File: config.mk
export PLATFORM = sky130hd
export DESIGN_NAME = odt_top
export DESIGN_NICKNAME = d
export VERILOG_FILES = /design/src/odt_pkg.sv /design/src/odt_delay_chan.sv /design/src/odt_top.sv
export VERILOG_INCLUDE_DIRS = /design/src
export SDC_FILE = /design/constraint.sdc
export NUM_CORES = 1
export LEC_CHECK = 0
export ABC_AREA = 1
export BUFFER_PORTS_ARGS = -buffer_cell sky130_fd_sc_hd__buf_4
export CORE_MARGIN = 4
export CORE_UTILIZATION = 50
export DETAILED_ROUTE_END_ITERATION = 10
export GPL_ROUTABILITY_DRIVEN = 1
export GPL_TIMING_DRIVEN = 0
export PLACE_DENSITY = 0.8
export SLEW_MARGIN = 15
export SYNTH_ARGS = -nofsm -noshare
export SYNTH_HDL_FRONTEND = slang
export SYNTH_SLANG_ARGS = --single-unit
File: constraint.sdc
create_clock -name clk_i -period 2.2 [get_ports clk_i]
set_input_delay 0.44 -clock clk_i [delete_from_list [all_inputs] [get_ports clk_i]]
set_output_delay 0.44 -clock clk_i [all_outputs]
set_load 0.005 [all_outputs]
File: src/odt_cfg.svh
// Purpose: Constants for the on/off delay timer pair.
// Assumes: 50 MHz clock, one shared delay source for both timers.
// Notes: Times are in nanoseconds, counts are derived from them.
//
// Notes on behaviour
// On-delay output rises after trigger held high.
// On-delay output drops at once when trigger low.
// Off-delay output falls after trigger held low.
// Off-delay output rises at once when trigger high.
// Delay setpoint is unsigned 0 to 65535.
// Stored setpoint used when no input connected.
// Connected delay input overrides stored setpoint.
// Delay input accepts word, analog or long.
// Count ticks; restart count when trigger drops.
`ifndef ODT_CFG_SVH
`define ODT_CFG_SVH

// Clock period of the controller cycle clock.
`define ODT_CLK_PERIOD_NS  20
// Period of one delay tick.
`define ODT_TICK_PERIOD_NS 1000000
// Clock cycles per delay tick, derived from the two periods.
`define ODT_TICK_CYCLES    (`ODT_TICK_PERIOD_NS / `ODT_CLK_PERIOD_NS)
// Width of the tick prescaler.
`define ODT_TICK_W         16
// Width of the delay count and the setpoint.
`define ODT_DELAY_W        16
// Largest delay that the setpoint can express.
`define ODT_DELAY_MAX      16'hFFFF
// Reset value of counts and of the held delay.
`define ODT_DELAY_RST      16'h0000
// Lowest bit of the integer part of an unsigned 16.16 analog value.
`define ODT_ANA_INT_LSB    16
// Lowest bit of the upper half of a long value.
`define ODT_LONG_HI_LSB    16

`endif

File: src/odt_pkg.sv
// Purpose: Types shared by the on/off delay timer files.
// Assumes: Constants come from odt_cfg.svh.
// Notes: State of odt_top and of odt_delay_chan is one packed struct each.
`include "odt_cfg.svh"

package odt_pkg;

  // Kind of value that drives the delay input.
  typedef enum logic [1:0] {
    ODT_SRC_WORD   = 2'b00,
    ODT_SRC_ANALOG = 2'b01,
    ODT_SRC_LONG   = 2'b10
  } odt_src_t;

  // State of one delay channel.
  typedef struct packed {
    logic [`ODT_DELAY_W-1:0] cnt;  // Elapsed ticks at the active level.
    logic                    out;  // Registered timer output.
  } odt_chan_st_t;

  // State of the top level: prescaler and held delay.
  typedef struct packed {
    logic [`ODT_TICK_W-1:0]  tick_cnt;  // Clock cycles within one tick.
    logic                    tick;      // One-cycle tick pulse.
    logic [`ODT_DELAY_W-1:0] delay;     // Delay in ticks for both channels.
  } odt_top_st_t;

endpackage

File: src/odt_delay_chan.sv
// Purpose: One delay channel, on-delay or off-delay by parameter.
// Assumes: Trigger and tick are synchronous to clk_i.
// Notes: ASSERT_LVL 1 gives on-delay, 0 gives off-delay.
`timescale 1ns/10ps
`default_nettype none
`include "odt_cfg.svh"

module odt_delay_chan #(
  parameter bit ASSERT_LVL = 1'b1
) (
  input  wire logic                    clk_i,
  input  wire logic                    rst_i,
  input  wire logic                    trg_i,
  input  wire logic                    tick_i,
  input  wire logic [`ODT_DELAY_W-1:0] delay_i,
  output logic                         out_o
);

  odt_pkg::odt_chan_st_t st_q;  // Registered channel state.
  odt_pkg::odt_chan_st_t st_d;  // Next channel state.

  // Next state. The idle level passes straight through; the delayed
  // level waits until the tick count reaches the delay.
  always_comb begin
    st_d = st_q;
    if (trg_i != ASSERT_LVL) begin
      st_d.cnt = `ODT_DELAY_RST;
      st_d.out = trg_i;
    end else if (st_q.cnt >= delay_i) begin
      st_d.out = ASSERT_LVL;
    end else if (tick_i) begin
      // Counting stops at the delay, so the count cannot wrap.
      st_d.cnt = st_q.cnt + 16'h0001;
    end
  end

  // State register.
  always_ff @(posedge clk_i or posedge rst_i) begin
    if (rst_i) begin
      st_q <= '0;
    end else begin
      st_q <= st_d;
    end
  end

  assign out_o = st_q.out;
endmodule
`default_nettype wire

File: src/odt_top.sv
// Purpose: Pair of delay timers, one on-delay and one off-delay.
// Assumes: All inputs are synchronous to clk_i; the source of the
//          delay input keeps the value within its documented range.
// Notes: Both timers share one delay, taken from the stored setting or
//        from the connected delay input, held in a register.
`timescale 1ns/10ps
`default_nettype none
`include "odt_cfg.svh"

module odt_top #(
  // Clock cycles per delay tick; shorten it for simulation.
  parameter int unsigned TICK_CYCLES = `ODT_TICK_CYCLES
) (
  input  wire logic                    clk_i,
  input  wire logic                    rst_i,
  input  wire logic                    on_trg_i,
  input  wire logic                    off_trg_i,
  input  wire logic [`ODT_DELAY_W-1:0] delay_cfg_i,
  input  wire logic                    delay_conn_i,
  input  wire logic [1:0]              delay_type_i,
  input  wire logic [15:0]             delay_word_i,
  input  wire logic [31:0]             delay_ana_i,
  input  wire logic [31:0]             delay_long_i,
  output logic                         on_delay_out_o,
  output logic                         off_delay_out_o
);

  // Last count of the prescaler, cut to its width once here.
  localparam logic [`ODT_TICK_W-1:0] TICK_LAST = `ODT_TICK_W'(TICK_CYCLES - 1);

  odt_pkg::odt_top_st_t st_q;  // Registered top state.
  odt_pkg::odt_top_st_t st_d;  // Next top state.

  // Converts a connected delay value of any accepted kind to a tick
  // count. Values beyond the count range saturate at the maximum
  // instead of wrapping, since a wrapped delay would fire far too soon.
  function automatic logic [`ODT_DELAY_W-1:0] odt_conv(
    input logic [1:0]  src,
    input logic [15:0] word,
    input logic [31:0] ana,
    input logic [31:0] lng
  );
    logic [`ODT_DELAY_W-1:0] res;
    res = word;
    case (odt_pkg::odt_src_t'(src))
      odt_pkg::ODT_SRC_WORD: begin
        // A word already spans the whole range.
        res = word;
      end
      odt_pkg::ODT_SRC_ANALOG: begin
        // The fraction is dropped; only whole ticks are counted.
        res = ana[`ODT_ANA_INT_LSB +: `ODT_DELAY_W];
      end
      odt_pkg::ODT_SRC_LONG: begin
        // Any bit above the low half means the value is out of range.
        if (lng[31:`ODT_LONG_HI_LSB] != 16'h0000) begin
          res = `ODT_DELAY_MAX;
        end else begin
          res = lng[`ODT_DELAY_W-1:0];
        end
      end
      default: begin
        // The unused code is read as a plain word.
        res = word;
      end
    endcase
    return res;
  endfunction

  // Next state: tick prescaler and delay selection.
  always_comb begin
    st_d = st_q;
    // The prescaler wraps once per tick and flags that cycle.
    if (st_q.tick_cnt >= TICK_LAST) begin
      st_d.tick_cnt = '0;
      st_d.tick     = 1'b1;
    end else begin
      st_d.tick_cnt = st_q.tick_cnt + 16'h0001;
      st_d.tick     = 1'b0;
    end
    // A connected input wins over the stored setting.
    if (delay_conn_i) begin
      st_d.delay = odt_conv(delay_type_i, delay_word_i,
                            delay_ana_i, delay_long_i);
    end else begin
      st_d.delay = delay_cfg_i;
    end
  end

  // State register. The delay is held so that a changing source
  // reaches both channels in the same cycle.
  always_ff @(posedge clk_i or posedge rst_i) begin
    if (rst_i) begin
      st_q.tick_cnt <= '0;
      st_q.tick     <= 1'b0;
      st_q.delay    <= `ODT_DELAY_RST;
    end else begin
      st_q <= st_d;
    end
  end

  // On-delay channel: active level is high.
  odt_delay_chan #(
    .ASSERT_LVL (1'b1)
  ) u_on_chan (
    .clk_i   (clk_i),
    .rst_i   (rst_i),
    .trg_i   (on_trg_i),
    .tick_i  (st_q.tick),
    .delay_i (st_q.delay),
    .out_o   (on_delay_out_o)
  );

  // Off-delay channel: active level is low.
  odt_delay_chan #(
    .ASSERT_LVL (1'b0)
  ) u_off_chan (
    .clk_i   (clk_i),
    .rst_i   (rst_i),
    .trg_i   (off_trg_i),
    .tick_i  (st_q.tick),
    .delay_i (st_q.delay),
    .out_o   (off_delay_out_o)
  );
endmodule
`default_nettype wire

==> impl_metrics.env, run 1 <==
export IMPL_start_util=0.509
export IMPL_cts_buffer_depth=2
export IMPL_synth_edf_count=0
export IMPL_r2r_setup_slack_ns=0.21
export IMPL_slowest_delay_ns=0.46
export IMPL_cts_reportedPaths_clkPinSlew_ns=0.07
export IMPL_fp_dieW_um=105
export IMPL_synth_nets=788
export IMPL_reg2reg_depth=11
export IMPL_cts_root_buf="clkbuf_8"
export IMPL_critPathLaunchType="flip-flop"
export IMPL_postLayoutCoreUtil=0.628
export IMPL_syn_area_um2=4680
export IMPL_fin_crit_sh=0.903
export IMPL_core_area_um2=9200
export IMPL_cp_end_kind="flip-flop"
export IMPL_slew_headroom=0.674
export IMPL_post_route_min_period_ns=1.99
export IMPL_fillers=778
export IMPL_cts_hold_buf=0
export IMPL_grt_usage=0.227
export IMPL_ys_seq_area_frac=0.358
export IMPL_fin_worst_skew_ns=0.00717
export IMPL_tightestPinTransition_ns=0.489
export IMPL_rr_endpoint="u_off_chan.st_q[4]$_DFFE_PP0P_"
export IMPL_crit_arrival_ns=2.22
export IMPL_grt_max_degree=40
export IMPL_clock_fmax_mhz=504
export IMPL_cts_tree="built"
export IMPL_cp_depth=11
export IMPL_worstPathRequired_ns=2.43
export IMPL_post_route_cell_area_um2=5770
export IMPL_vias_per_cell=5.37
export IMPL_outcome="finished, final reports clean"
export IMPL_die_area_um2=11000
export IMPL_wirelength_um=12200
export IMPL_die_h_um=105
export IMPL_p_total_mw=3.13
export IMPL_regArea_um2=1680
export IMPL_placed_area_um2=5490
export IMPL_antenna_cells=0
export IMPL_crit_chain="ha_1 > nand2_1 > inv_1 > nor2_1 > o21a_1 > nand2_1 > nand2_1 > nand3_2 > buf_2 > nand3_1 > nand2_1"
export IMPL_insertion_delay_ns=0.35
export IMPL_power_density_nw_per_um2=542
export IMPL_slew_viol_final=0
export IMPL_finalSetupViolCount=0
export IMPL_io_pins=105
export IMPL_critPathMaxFanout=10
export IMPL_ys_seq_elements=67
export IMPL_worstReg2RegStart="u_off_chan.st_q[8]$_DFFE_PP0P_"
export IMPL_tns_ns=0
export IMPL_yosys_warnings=0
export IMPL_cts_buffers=9
export IMPL_post_drt_wl_per_cell_um=14.2
export IMPL_drive_gt1_frac=0.170
export IMPL_grt_pass1_wl_um=20400
export IMPL_gp_congestion=0.885
export IMPL_antenna_left=0
export IMPL_io_buffers=87
export IMPL_final_nets=887
export IMPL_ys_flop_type="dfrtp_1"
export IMPL_p_leak_nw=3.02
export IMPL_antenna_found_initial=0
export IMPL_cp_startpoint="u_off_chan.st_q[8]$_DFFE_PP0P_"
export IMPL_yosysUniqueCellTypes=32
export IMPL_grt_setup_unrepaired="false"
export IMPL_drv_cap=0
export IMPL_drc=0
export IMPL_grt_pass1_vias=4589
export IMPL_dp_cells=847
export IMPL_multiInputGateArea_um2=2670
export IMPL_worst_path_buf_inv=2
export IMPL_cts_max_level=3
export IMPL_areaGrowthSynthToFinish_pct=23.3
export IMPL_dr_pass1_iters=4
export IMPL_cts_sink_count=67
export IMPL_hpwl_um=9770
export IMPL_worstSetupEndpoint="u_off_chan.st_q[4]$_DFFE_PP0P_"
export IMPL_dr_first_iter_drc_count=273
export IMPL_vias=4638
export IMPL_synthCells=648
export IMPL_slowest_stage="dfrtp_1"
export IMPL_syn_area_per_cell_um2=7.22
export IMPL_final_cells=863
export IMPL_timing_hold_violations_final=0
export IMPL_critPathKind="flip-flop to flip-flop"
export IMPL_rows=35
export IMPL_hold_class="input pin to async pin"
export IMPL_crit_family="simple AND/OR/NAND/NOR gates"
export IMPL_cp_common_cell="nand2_1"
export IMPL_vdd_ir_drop_max_v=0.000257
export IMPL_synthArstFlopShare=1.00
export IMPL_grt_ovfl_total=0
[stage by stage]
step / worst slack [ns] / hold WS (ns)
2_1_floorplan: 0.0768 / 0.430
3_3_place_gp: -0.716 / 0.442
3_5_place_dp: 0.167 / 0.450
4_1_cts: 0.155 / 0.0708
5_1_grt: 0.0150 / 0.0952
6_report: 0.214 / 0.0668
[cell usage in the layout, fill, tap and decap left out, drive strengths merged, types with 4 or more instances in the layout]
| cell type | synthesis | layout |
|---|---|---|
| a21oi | 49 | 49 |
| buf | 9 | 97 |
| bufinv | 0 | 4 |
| clkbuf | 12 | 24 |
| dfrtp | 67 | 67 |
| ha | 37 | 37 |
| inv | 62 | 62 |
| nand2 | 170 | 170 |
| nand3 | 61 | 61 |
| nand4 | 8 | 8 |
| nor2 | 76 | 76 |
| nor3 | 12 | 12 |
| nor4 | 4 | 4 |
| o21ai | 44 | 44 |
| o21bai | 5 | 5 |
| xnor2 | 9 | 9 |
| xor2 | 17 | 17 |
[worst min-delay path by stage]
stage / startpoint / endpoint / slack (ns) / cells after the start
6_report: rst_i / u_on_chan.st_q[11]$_DFFE_PP0P_ / 0.07 / 2
5_1_grt: rst_i / u_on_chan.st_q[11]$_DFFE_PP0P_ / 0.1 / 2
4_1_cts: rst_i / u_on_chan.st_q[11]$_DFFE_PP0P_ / 0.07 / 2
3_5_place_dp: rst_i / u_on_chan.st_q[11]$_DFFE_PP0P_ / 0.45 / 2
3_3_place_gp: st_q[17]$_DFF_PP0_ / st_q[17]$_DFF_PP0_ / 0.44 / 1
2_1_floorplan: st_q[17]$_DFF_PP0_ / st_q[17]$_DFF_PP0_ / 0.43 / 1
[state kept, by name, summed over array words and instances, names as in the netlist]
| name | count |
|---|---|
| u_off_chan.out_o | 1 |
| u_on_chan.st_q | 16 |
| u_off_chan.st_q | 16 |
| st_q | 33 |
| u_on_chan.out_o | 1 |
[per-layer routing]
layer  global-route usage  routed length (um)
met3               0.0364                 712
met1                0.269                4890
met4                0.131                 617
met2                0.390                6020
met5                    0                   0
[cell usage after synthesis, types with 2 or more instances]
cell type	instances	area [um2]
nand2_1	167	627
o21bai_1	5	37.5
nor3_1	10	50.1
buf_6	2	22.5
nand2_2	2	12.5
a21oi_1	49	245
o21a_1	2	15.0
clkbuf_1	12	45.0
o21ai_1	2	10.0
nand3_2	5	50.1
nor2_2	4	25.0
xor2_1	17	149
buf_2	3	15.0
xnor2_1	9	78.8
nand4_1	8	50.1
nor4_1	3	18.8
nand3_1	56	280
dfrtp_1	67	1680
inv_1	61	229
buf_1	4	15.0
o21ai_0	42	210
nor2_1	71	267
ha_1	37	463
nor3_2	2	20.0
[logic make-up (layout without fill, tap and decap cells)]
kind of cell,Yosys count,after routing,synth area share
flops,67,67,0.358
simple gates,333,333,0.311
xor+xnor,26,26,0.0487
buf+inv,84,188,0.0714
fa+ha+maj,37,37,0.0989
compound gates,101,101,0.112
[power breakdown]
part / total [mW] / switching, mW / internal [mW]
combinational: 0.449 / 0.247 / 0.202
clock: 1.39 / 0.456 / 0.930
sequential: 1.29 / 0.0234 / 1.27
[layout make-up]
cell class | count | area share
multi-input cells | 497 | 0.463
flip-flops and latches | 67 | 0.290
repair buffers | 88 | 0.117
inverters | 63 | 0.0414
clock buffers | 12 | 0.0269
well taps | 111 | 0.0241
clock inverters | 4 | 0.0208
plain buffers | 21 | 0.0169
[what timing repair did]
action / CTS / global route
buffers inserted: 0 / 0
endpoints found under the setup margin: 0 / 7
resized for setup: 0 / 1
[worst register-to-register path: stages (launching register included)]
cell	delay, ns
dfrtp_1	0.46
ha_1	0.33
nand2_1	0.07
inv_1	0.03
nor2_1	0.10
o21a_1	0.13
nand2_1	0.06
nand2_1	0.08
nand3_2	0.19
buf_2	0.26
nand3_1	0.09
nand2_1	0.06
Power figures use the tool's default switching activity.
==> inputs of run 2 (changes only) <==
- CTS_BUF_LIST: not set -> sky130_fd_sc_hd__clkbuf_8 sky130_fd_sc_hd__clkbuf_16
==> run 2 against run 1 <==
Net effect:
- via count shrank 0.26%
- setup slack worse by 0.0041 ns
- die area unchanged
- critical path depth decreased by 2
- design area did not move
- register-to-register slack barely moved
- clock power hardly changed
- total power about the same
- critical endpoint is now u_on_chan.st_q[1]$_DFFE_PP0P_
- sequential share of layout area stayed put
- sequential power is essentially flat
- flip-flop and latch count unchanged
- routed wire length hardly changed
==> impl_metrics.env, run 2 (same netlist as run 1, synthesis figures left out) <==
export IMPL_pwr_share_seq=0.414
export IMPL_die_h_um=105
export IMPL_grt_usage=0.227
export IMPL_cts_sink_count=67
export IMPL_vias_per_cell=5.36
export IMPL_antenna_found_initial=0
export IMPL_multiInputGateArea_um2=2670
export IMPL_fin_crit_sh=0.904
export IMPL_regMostFlops="st_q"
export IMPL_io_pins=105
export IMPL_antenna_left=0
export IMPL_grt_setup_unrepaired="false"
export IMPL_combPwrFrac=0.144
export IMPL_post_route_min_period_ns=1.99
export IMPL_cts_buffers=9
export IMPL_gp_congestion=0.885
export IMPL_cts_max_level=3
export IMPL_tightestPinTransition_ns=0.489
export IMPL_slew_headroom=0.674
export IMPL_core_area_um2=9200
export IMPL_areaGrowthSynthToFinish_pct=23.3
export IMPL_die_area_um2=11000
export IMPL_dr_pass1_iters=4
export IMPL_critPathMaxFanout=10
export IMPL_drv_cap=0
export IMPL_clock_fmax_mhz=503
export IMPL_cp_end_kind="flip-flop"
export IMPL_rows=35
export IMPL_drc=0
export IMPL_hpwl_um=9770
export IMPL_grt_pass1_wl_um=20400
export IMPL_slew_viol_final=0
export IMPL_rr_endpoint="u_on_chan.st_q[1]$_DFFE_PP0P_"
export IMPL_antenna_cells=0
export IMPL_grt_max_degree=40
export IMPL_grt_pass1_vias=4589
export IMPL_fp_dieW_um=105
export IMPL_drive_gt1_frac=0.170
export IMPL_reg_largest_list="st_q: 33 flops, u_off_chan.st_q: 16 flops, u_on_chan.st_q: 16 flops"
export IMPL_fin_ws_ns=0.210
export IMPL_io_buffers=87
export IMPL_dr_first_iter_drc_count=276
export IMPL_worstReg2RegStart="st_q[13]$_DFF_PP0_"
export IMPL_critPathKind="flip-flop to flip-flop"
export IMPL_hold_class="input pin to async pin"
export IMPL_wirelength_um=12200
export IMPL_vdd_ir_drop_max_v=0.000257
export IMPL_power_density_nw_per_um2=541
export IMPL_fin_worst_skew_ns=0.00833
export IMPL_cts_root_buf="clkbuf_8"
export IMPL_finalSetupViolCount=0
export IMPL_grt_ovfl_total=0
export IMPL_timing_hold_violations_final=0
export IMPL_netSwitchingPower_mw=0.728
export IMPL_fillers=778
export IMPL_switching_share=0.233
export IMPL_cts_buffer_depth=2
export IMPL_post_place_ws_ns=0.167
export IMPL_post_drt_wl_per_cell_um=14.2
export IMPL_outcome="finished, final reports clean"
export IMPL_insertion_delay_ns=0.35
export IMPL_tns_ns=0
export IMPL_final_nets=887
export IMPL_crit_arrival_ns=2.23
export IMPL_largest_reg_flops=33
export IMPL_final_cell_mix="nand2_1 (167), buf_4 (87), nor2_1 (70)"
export IMPL_reg2reg_depth=9
export IMPL_final_common_cell="nand2_1"
export IMPL_whs_ns=0.0651
export IMPL_cts_tree="built"
export IMPL_worstPathRequired_ns=2.44
export IMPL_p_int_mw=2.40
export IMPL_vias=4626
export IMPL_cts_reportedPaths_clkPinSlew_ns=0.07
export IMPL_critPathLaunchType="flip-flop"
export IMPL_power_frac_clock=0.443
export IMPL_start_util=0.509
export IMPL_r2r_setup_slack_ns=0.21
export IMPL_p_leak_nw=3.02
export IMPL_regArea_um2=1680
-- run 2: cell count changes in the layout (fill, tap and decap cells not counted) --
| cell | delta |
|---|---|
| clkbuf_1 | -1 |
| inv_1 | +1 |
-- run 2: area by class of cell --
class,instances,area share
Buffer,21,0.0169
Clock buffer,11,0.0262
Clock inverter,5,0.0215
Inverter,63,0.0414
Multi-Input combinational cell,497,0.463
Sequential cell,67,0.290
Tap cell,111,0.0241
Timing Repair Buffer,88,0.117
-- run 2: metrics by stage --
| stage | util | cells | total power [mW] | area, um2 |
|---|---|---|---|---|
| after floorplan | - | 648 | 1.55 | 4680 |
| after global placement | 0.595 | 846 | 1.74 | 5470 |
| after CTS | 0.627 | 863 | 3.14 | 5770 |
| after detailed placement | 0.597 | 847 | 1.76 | 5490 |
| after global routing | 0.628 | 863 | 3.27 | 5770 |
| final | 0.628 | 863 | 3.12 | 5770 |
-- run 2: power groups by stage --
| stage | Clock (mW) | Sequential (mW) | Combinational (mW) |
|---|---|---|---|
| floorplan | 0 | 1.31 | 0.246 |
| global placement | 0 | 1.31 | 0.425 |
| detailed placement | 0 | 1.31 | 0.445 |
| CTS | 1.40 | 1.29 | 0.449 |
| global route | 1.47 | 1.30 | 0.511 |
| finish | 1.38 | 1.29 | 0.449 |
-- run 2: timing repair --
action                                  in CTS  in global routing
setup buffers                                0                  0
gates resized for setup                      0                  1
hold buffers                                 0                  0
endpoints found under the setup margin       0                  7
-- run 2: worst max-delay path by stage --
stage / to / slack [ns] / startpoint
after floorplan: st_q[0]$_DFF_PP0_ / 0.08 / rst_i
after global placement: u_off_chan.st_q[4]$_DFFE_PP0P_ / -0.72 / rst_i
after detailed placement: st_q[5]$_DFF_PP0_ / 0.17 / delay_type_i[0]
after CTS: u_on_chan.st_q[1]$_DFFE_PP0P_ / 0.15 / u_on_chan.st_q[4]$_DFFE_PP0P_
after global routing: u_on_chan.st_q[7]$_DFFE_PP0P_ / 0.01 / u_on_chan.st_q[4]$_DFFE_PP0P_
final: u_on_chan.st_q[1]$_DFFE_PP0P_ / 0.21 / st_q[13]$_DFF_PP0_
-- run 2: critical path, stage by stage, from the launching register on --
cell and delay [ns]:
dfrtp_1 0.38, inv_1 0.09, ha_1 0.31, a21oi_1 0.16, o21ai_0 0.12, nor2_1 0.19, nand3_2 0.21, buf_2 0.25
nand3_1 0.10, nand2_1 0.06
-- run 2: layer usage --
layer  vias up  track usage  part of all wire
met3        41       0.0364             0.057
li1       2318            -                 -
met2       180        0.390              0.49
met4         0        0.131             0.050
met1      2087        0.269              0.40
met5         -            0                 0
==> inputs of run 3 (changes only) <==
- BUFFER_PORTS_ARGS: -buffer_cell sky130_fd_sc_hd__buf_4 -> not set
- CORE_UTILIZATION: 50 -> 58
- DONT_BUFFER_PORTS: not set -> 1
- GPL_ROUTABILITY_DRIVEN: 1 -> not set
- PLACE_DENSITY: 0.8 -> 0.78
==> run 3 against run 2 <==
Net effect:
- clock power hardly changed
- combinational power is 26% lower
- fmax is 0.94% lower
- routed wire length is 8.8% lower
- final cell count is 11% lower
- die area is 13% lower
- utilization is 3.0 points higher
- register-to-register slack worse by 0.02 ns
- setup slack worse by 0.019 ns
- non-clock buffer count is 86 lower
- critical endpoint is now u_on_chan.st_q[6]$_DFFE_PP0P_
==> impl_metrics.env, run 3 (same netlist as run 1, synthesis figures left out) <==
export IMPL_outcome="finished, final reports clean"
export IMPL_met2_length_um=5580
export IMPL_combPwrFrac=0.112
export IMPL_worst_path_buf_inv=1
export IMPL_wirelength_um=11200
export IMPL_reg_largest_list="st_q: 33 flops, u_off_chan.st_q: 16 flops, u_on_chan.st_q: 16 flops"
export IMPL_vias_per_cell=5.62
export IMPL_worstPathRequired_ns=2.44
export IMPL_finalSetupViolCount=0
export IMPL_critPathLaunchType="flip-flop"
export IMPL_p_total_mw=2.97
export IMPL_timing_hold_violations_final=0
export IMPL_fp_dieW_um=97.8
export IMPL_grt_max_degree=39
export IMPL_post_place_ws_ns=0.0864
export IMPL_cts_max_level=3
export IMPL_largest_reg_flops=33
export IMPL_fin_crit_sh=0.913
export IMPL_clock_fmax_mhz=498
export IMPL_antenna_found_initial=0
export IMPL_grt_setup_unrepaired="false"
export IMPL_areaGrowthSynthToFinish_pct=9.12
export IMPL_hpwl_um=8650
export IMPL_cts_setup_buffers=0
export IMPL_postLayoutCoreUtil=0.657
export IMPL_die_area_um2=9570
export IMPL_pwr_share_seq=0.433
export IMPL_routed_wl_met3_um=652
export IMPL_insertion_delay_ns=0.35
export IMPL_core_area_um2=7770
export IMPL_io_buffers=0
export IMPL_vdd_ir_drop_max_v=0.000267
export IMPL_power_density_nw_per_um2=582
export IMPL_vias=4317
export IMPL_post_route_min_period_ns=2.01
export IMPL_grt_ovfl_total=0
export IMPL_final_cell_mix="nand2_1 (167), nor2_1 (70), dfrtp_1 (67)"
export IMPL_dr_pass1_iters=6
export IMPL_fin_worst_skew_ns=0.00809
export IMPL_gp_congestion=0.991
export IMPL_p_int_mw=2.24
export IMPL_slowest_delay_ns=0.48
export IMPL_final_common_cell="nand2_1"
export IMPL_critPathKind="flip-flop to flip-flop"
export IMPL_drc=0
export IMPL_cts_buffers=9
export IMPL_cts_sink_count=67
export IMPL_final_cells=768
export IMPL_cts_tree="built"
export IMPL_slew_viol_final=0
export IMPL_netSwitchingPower_mw=0.727
export IMPL_drv_cap=0
export IMPL_cp_common_cell="nand2_1"
export IMPL_crit_chain="ha_1 > nand2_1 > nor2_1 > nor2_1 > nand2_1 > nand2_1 > nand2_1 > nand2_1 > nand3_2 > buf_2 > nand3_1 > nand2_1"
export IMPL_grt_pass1_vias=4158
export IMPL_slowest_stage="dfrtp_1"
export IMPL_io_pins=105
export IMPL_post_drt_wl_per_cell_um=14.5
export IMPL_critPathMaxFanout=10
export IMPL_crit_family="simple AND/OR/NAND/NOR gates"
export IMPL_dp_cells=751
export IMPL_antenna_cells=0
export IMPL_crit_arrival_ns=2.25
export IMPL_antenna_left=0
export IMPL_regMostFlops="st_q"
export IMPL_power_frac_clock=0.454
export IMPL_grt_usage=0.239
export IMPL_cts_root_buf="clkbuf_8"
export IMPL_cts_buffer_depth=2
export IMPL_drive_gt1_frac=0.0631
export IMPL_top_layer_used="met4"
export IMPL_cts_reportedPaths_clkPinSlew_ns=0.07
export IMPL_dr_first_iter_drc_count=309
export IMPL_start_util=0.602
export IMPL_wl_met1_um=4710
export IMPL_p_leak_nw=2.59
export IMPL_final_nets=801
export IMPL_cp_end_kind="flip-flop"
export IMPL_hold_class="input pin to flip-flop"
export IMPL_tightestPinTransition_ns=0.539
export IMPL_fin_ws_ns=0.191
export IMPL_rows=32
export IMPL_switching_share=0.245
export IMPL_grt_pass1_wl_um=18900
export IMPL_slew_headroom=0.641
export IMPL_die_h_um=97.8
-- run 3: changes by cell type in the layout (fill, tap and decap cells not counted) --
cell           previous run  this run
buf_4                    87         0
clkinv_2                  0         1
inv_1                    61        60
clkbuf_8                 11         9
dlygate4sd3_1             0         1
clkinvlp_4                0         2
-- run 3: layout make-up --
| cell class | count | area, um2 |
|---|---|---|
| timing repair buffer | 2 | 30.0 |
| fill | 656 | 2660 |
| inverter | 63 | 239 |
| multi-input combinational | 497 | 2670 |
| tap | 102 | 128 |
| clock inverter | 7 | 140 |
| clock buffer | 9 | 124 |
| sequential | 67 | 1680 |
| buffer | 21 | 97.6 |
-- run 3: final timing paths --
kind,startpoint,cells after the start,end,slack (ns)
max,u_on_chan.st_q[3]$_DFFE_PP0P_,12,u_on_chan.st_q[6]$_DFFE_PP0P_,0.19
min,delay_cfg_i[2],2,st_q[2]$_DFF_PP0_,0.21
max reg2reg,u_on_chan.st_q[3]$_DFFE_PP0P_,12,u_on_chan.st_q[6]$_DFFE_PP0P_,0.19
min reg2reg,st_q[17]$_DFF_PP0_,1,st_q[17]$_DFF_PP0_,0.46
max in group asynchronous,rst_i,3,u_off_chan.st_q[14]$_DFFE_PP0P_,1.11
min in group asynchronous,rst_i,2,u_on_chan.st_q[15]$_DFFE_PP0P_,0.55
-- run 3: power groups by stage --
stage	Combinational, mW	Sequential (mW)	Clock [mW]
floorplan	0.246	1.31	0
global placement	0.303	1.31	0
detailed placement	0.328	1.31	0
CTS	0.333	1.29	1.36
global route	0.388	1.29	1.42
finish	0.334	1.29	1.35
-- run 3: routing by layer --
metal  up-vias  GRT usage
met5         -          0
met1      1979      0.298
met2       176      0.422
met4         0     0.0809
met3        18     0.0357
li1       2144          -
-- run 3: timing repair --
item / CTS / global route
hold buffers: 1 / 0
endpoints found under the setup margin: 0 / 7
gates resized for setup: 0 / 1
endpoints found under the hold margin: 29 / 0
-- run 3: metrics by stage --
stage | cell area (um2) | TNS [ns] | hold WS, ns
6_report | 5110 | 0 | 0.212
5_1_grt | 5110 | 0 | 0.200
4_1_cts | 5100 | 0 | 0.198
3_5_place_dp | 4830 | 0 | 0.325
3_3_place_gp | 4810 | -38.08 | 0.442
2_1_floorplan | 4680 | 0 | 0.430
-- run 3: worst reg2reg max path, delay by kind of cell (launching register included) --
family | cells | cell delay [ns]
AND/OR/NAND/NOR | 10 | 0.84
flip-flops | 1 | 0.48
adder cells (fa/ha/maj) | 1 | 0.32
buffers and inverters | 1 | 0.26
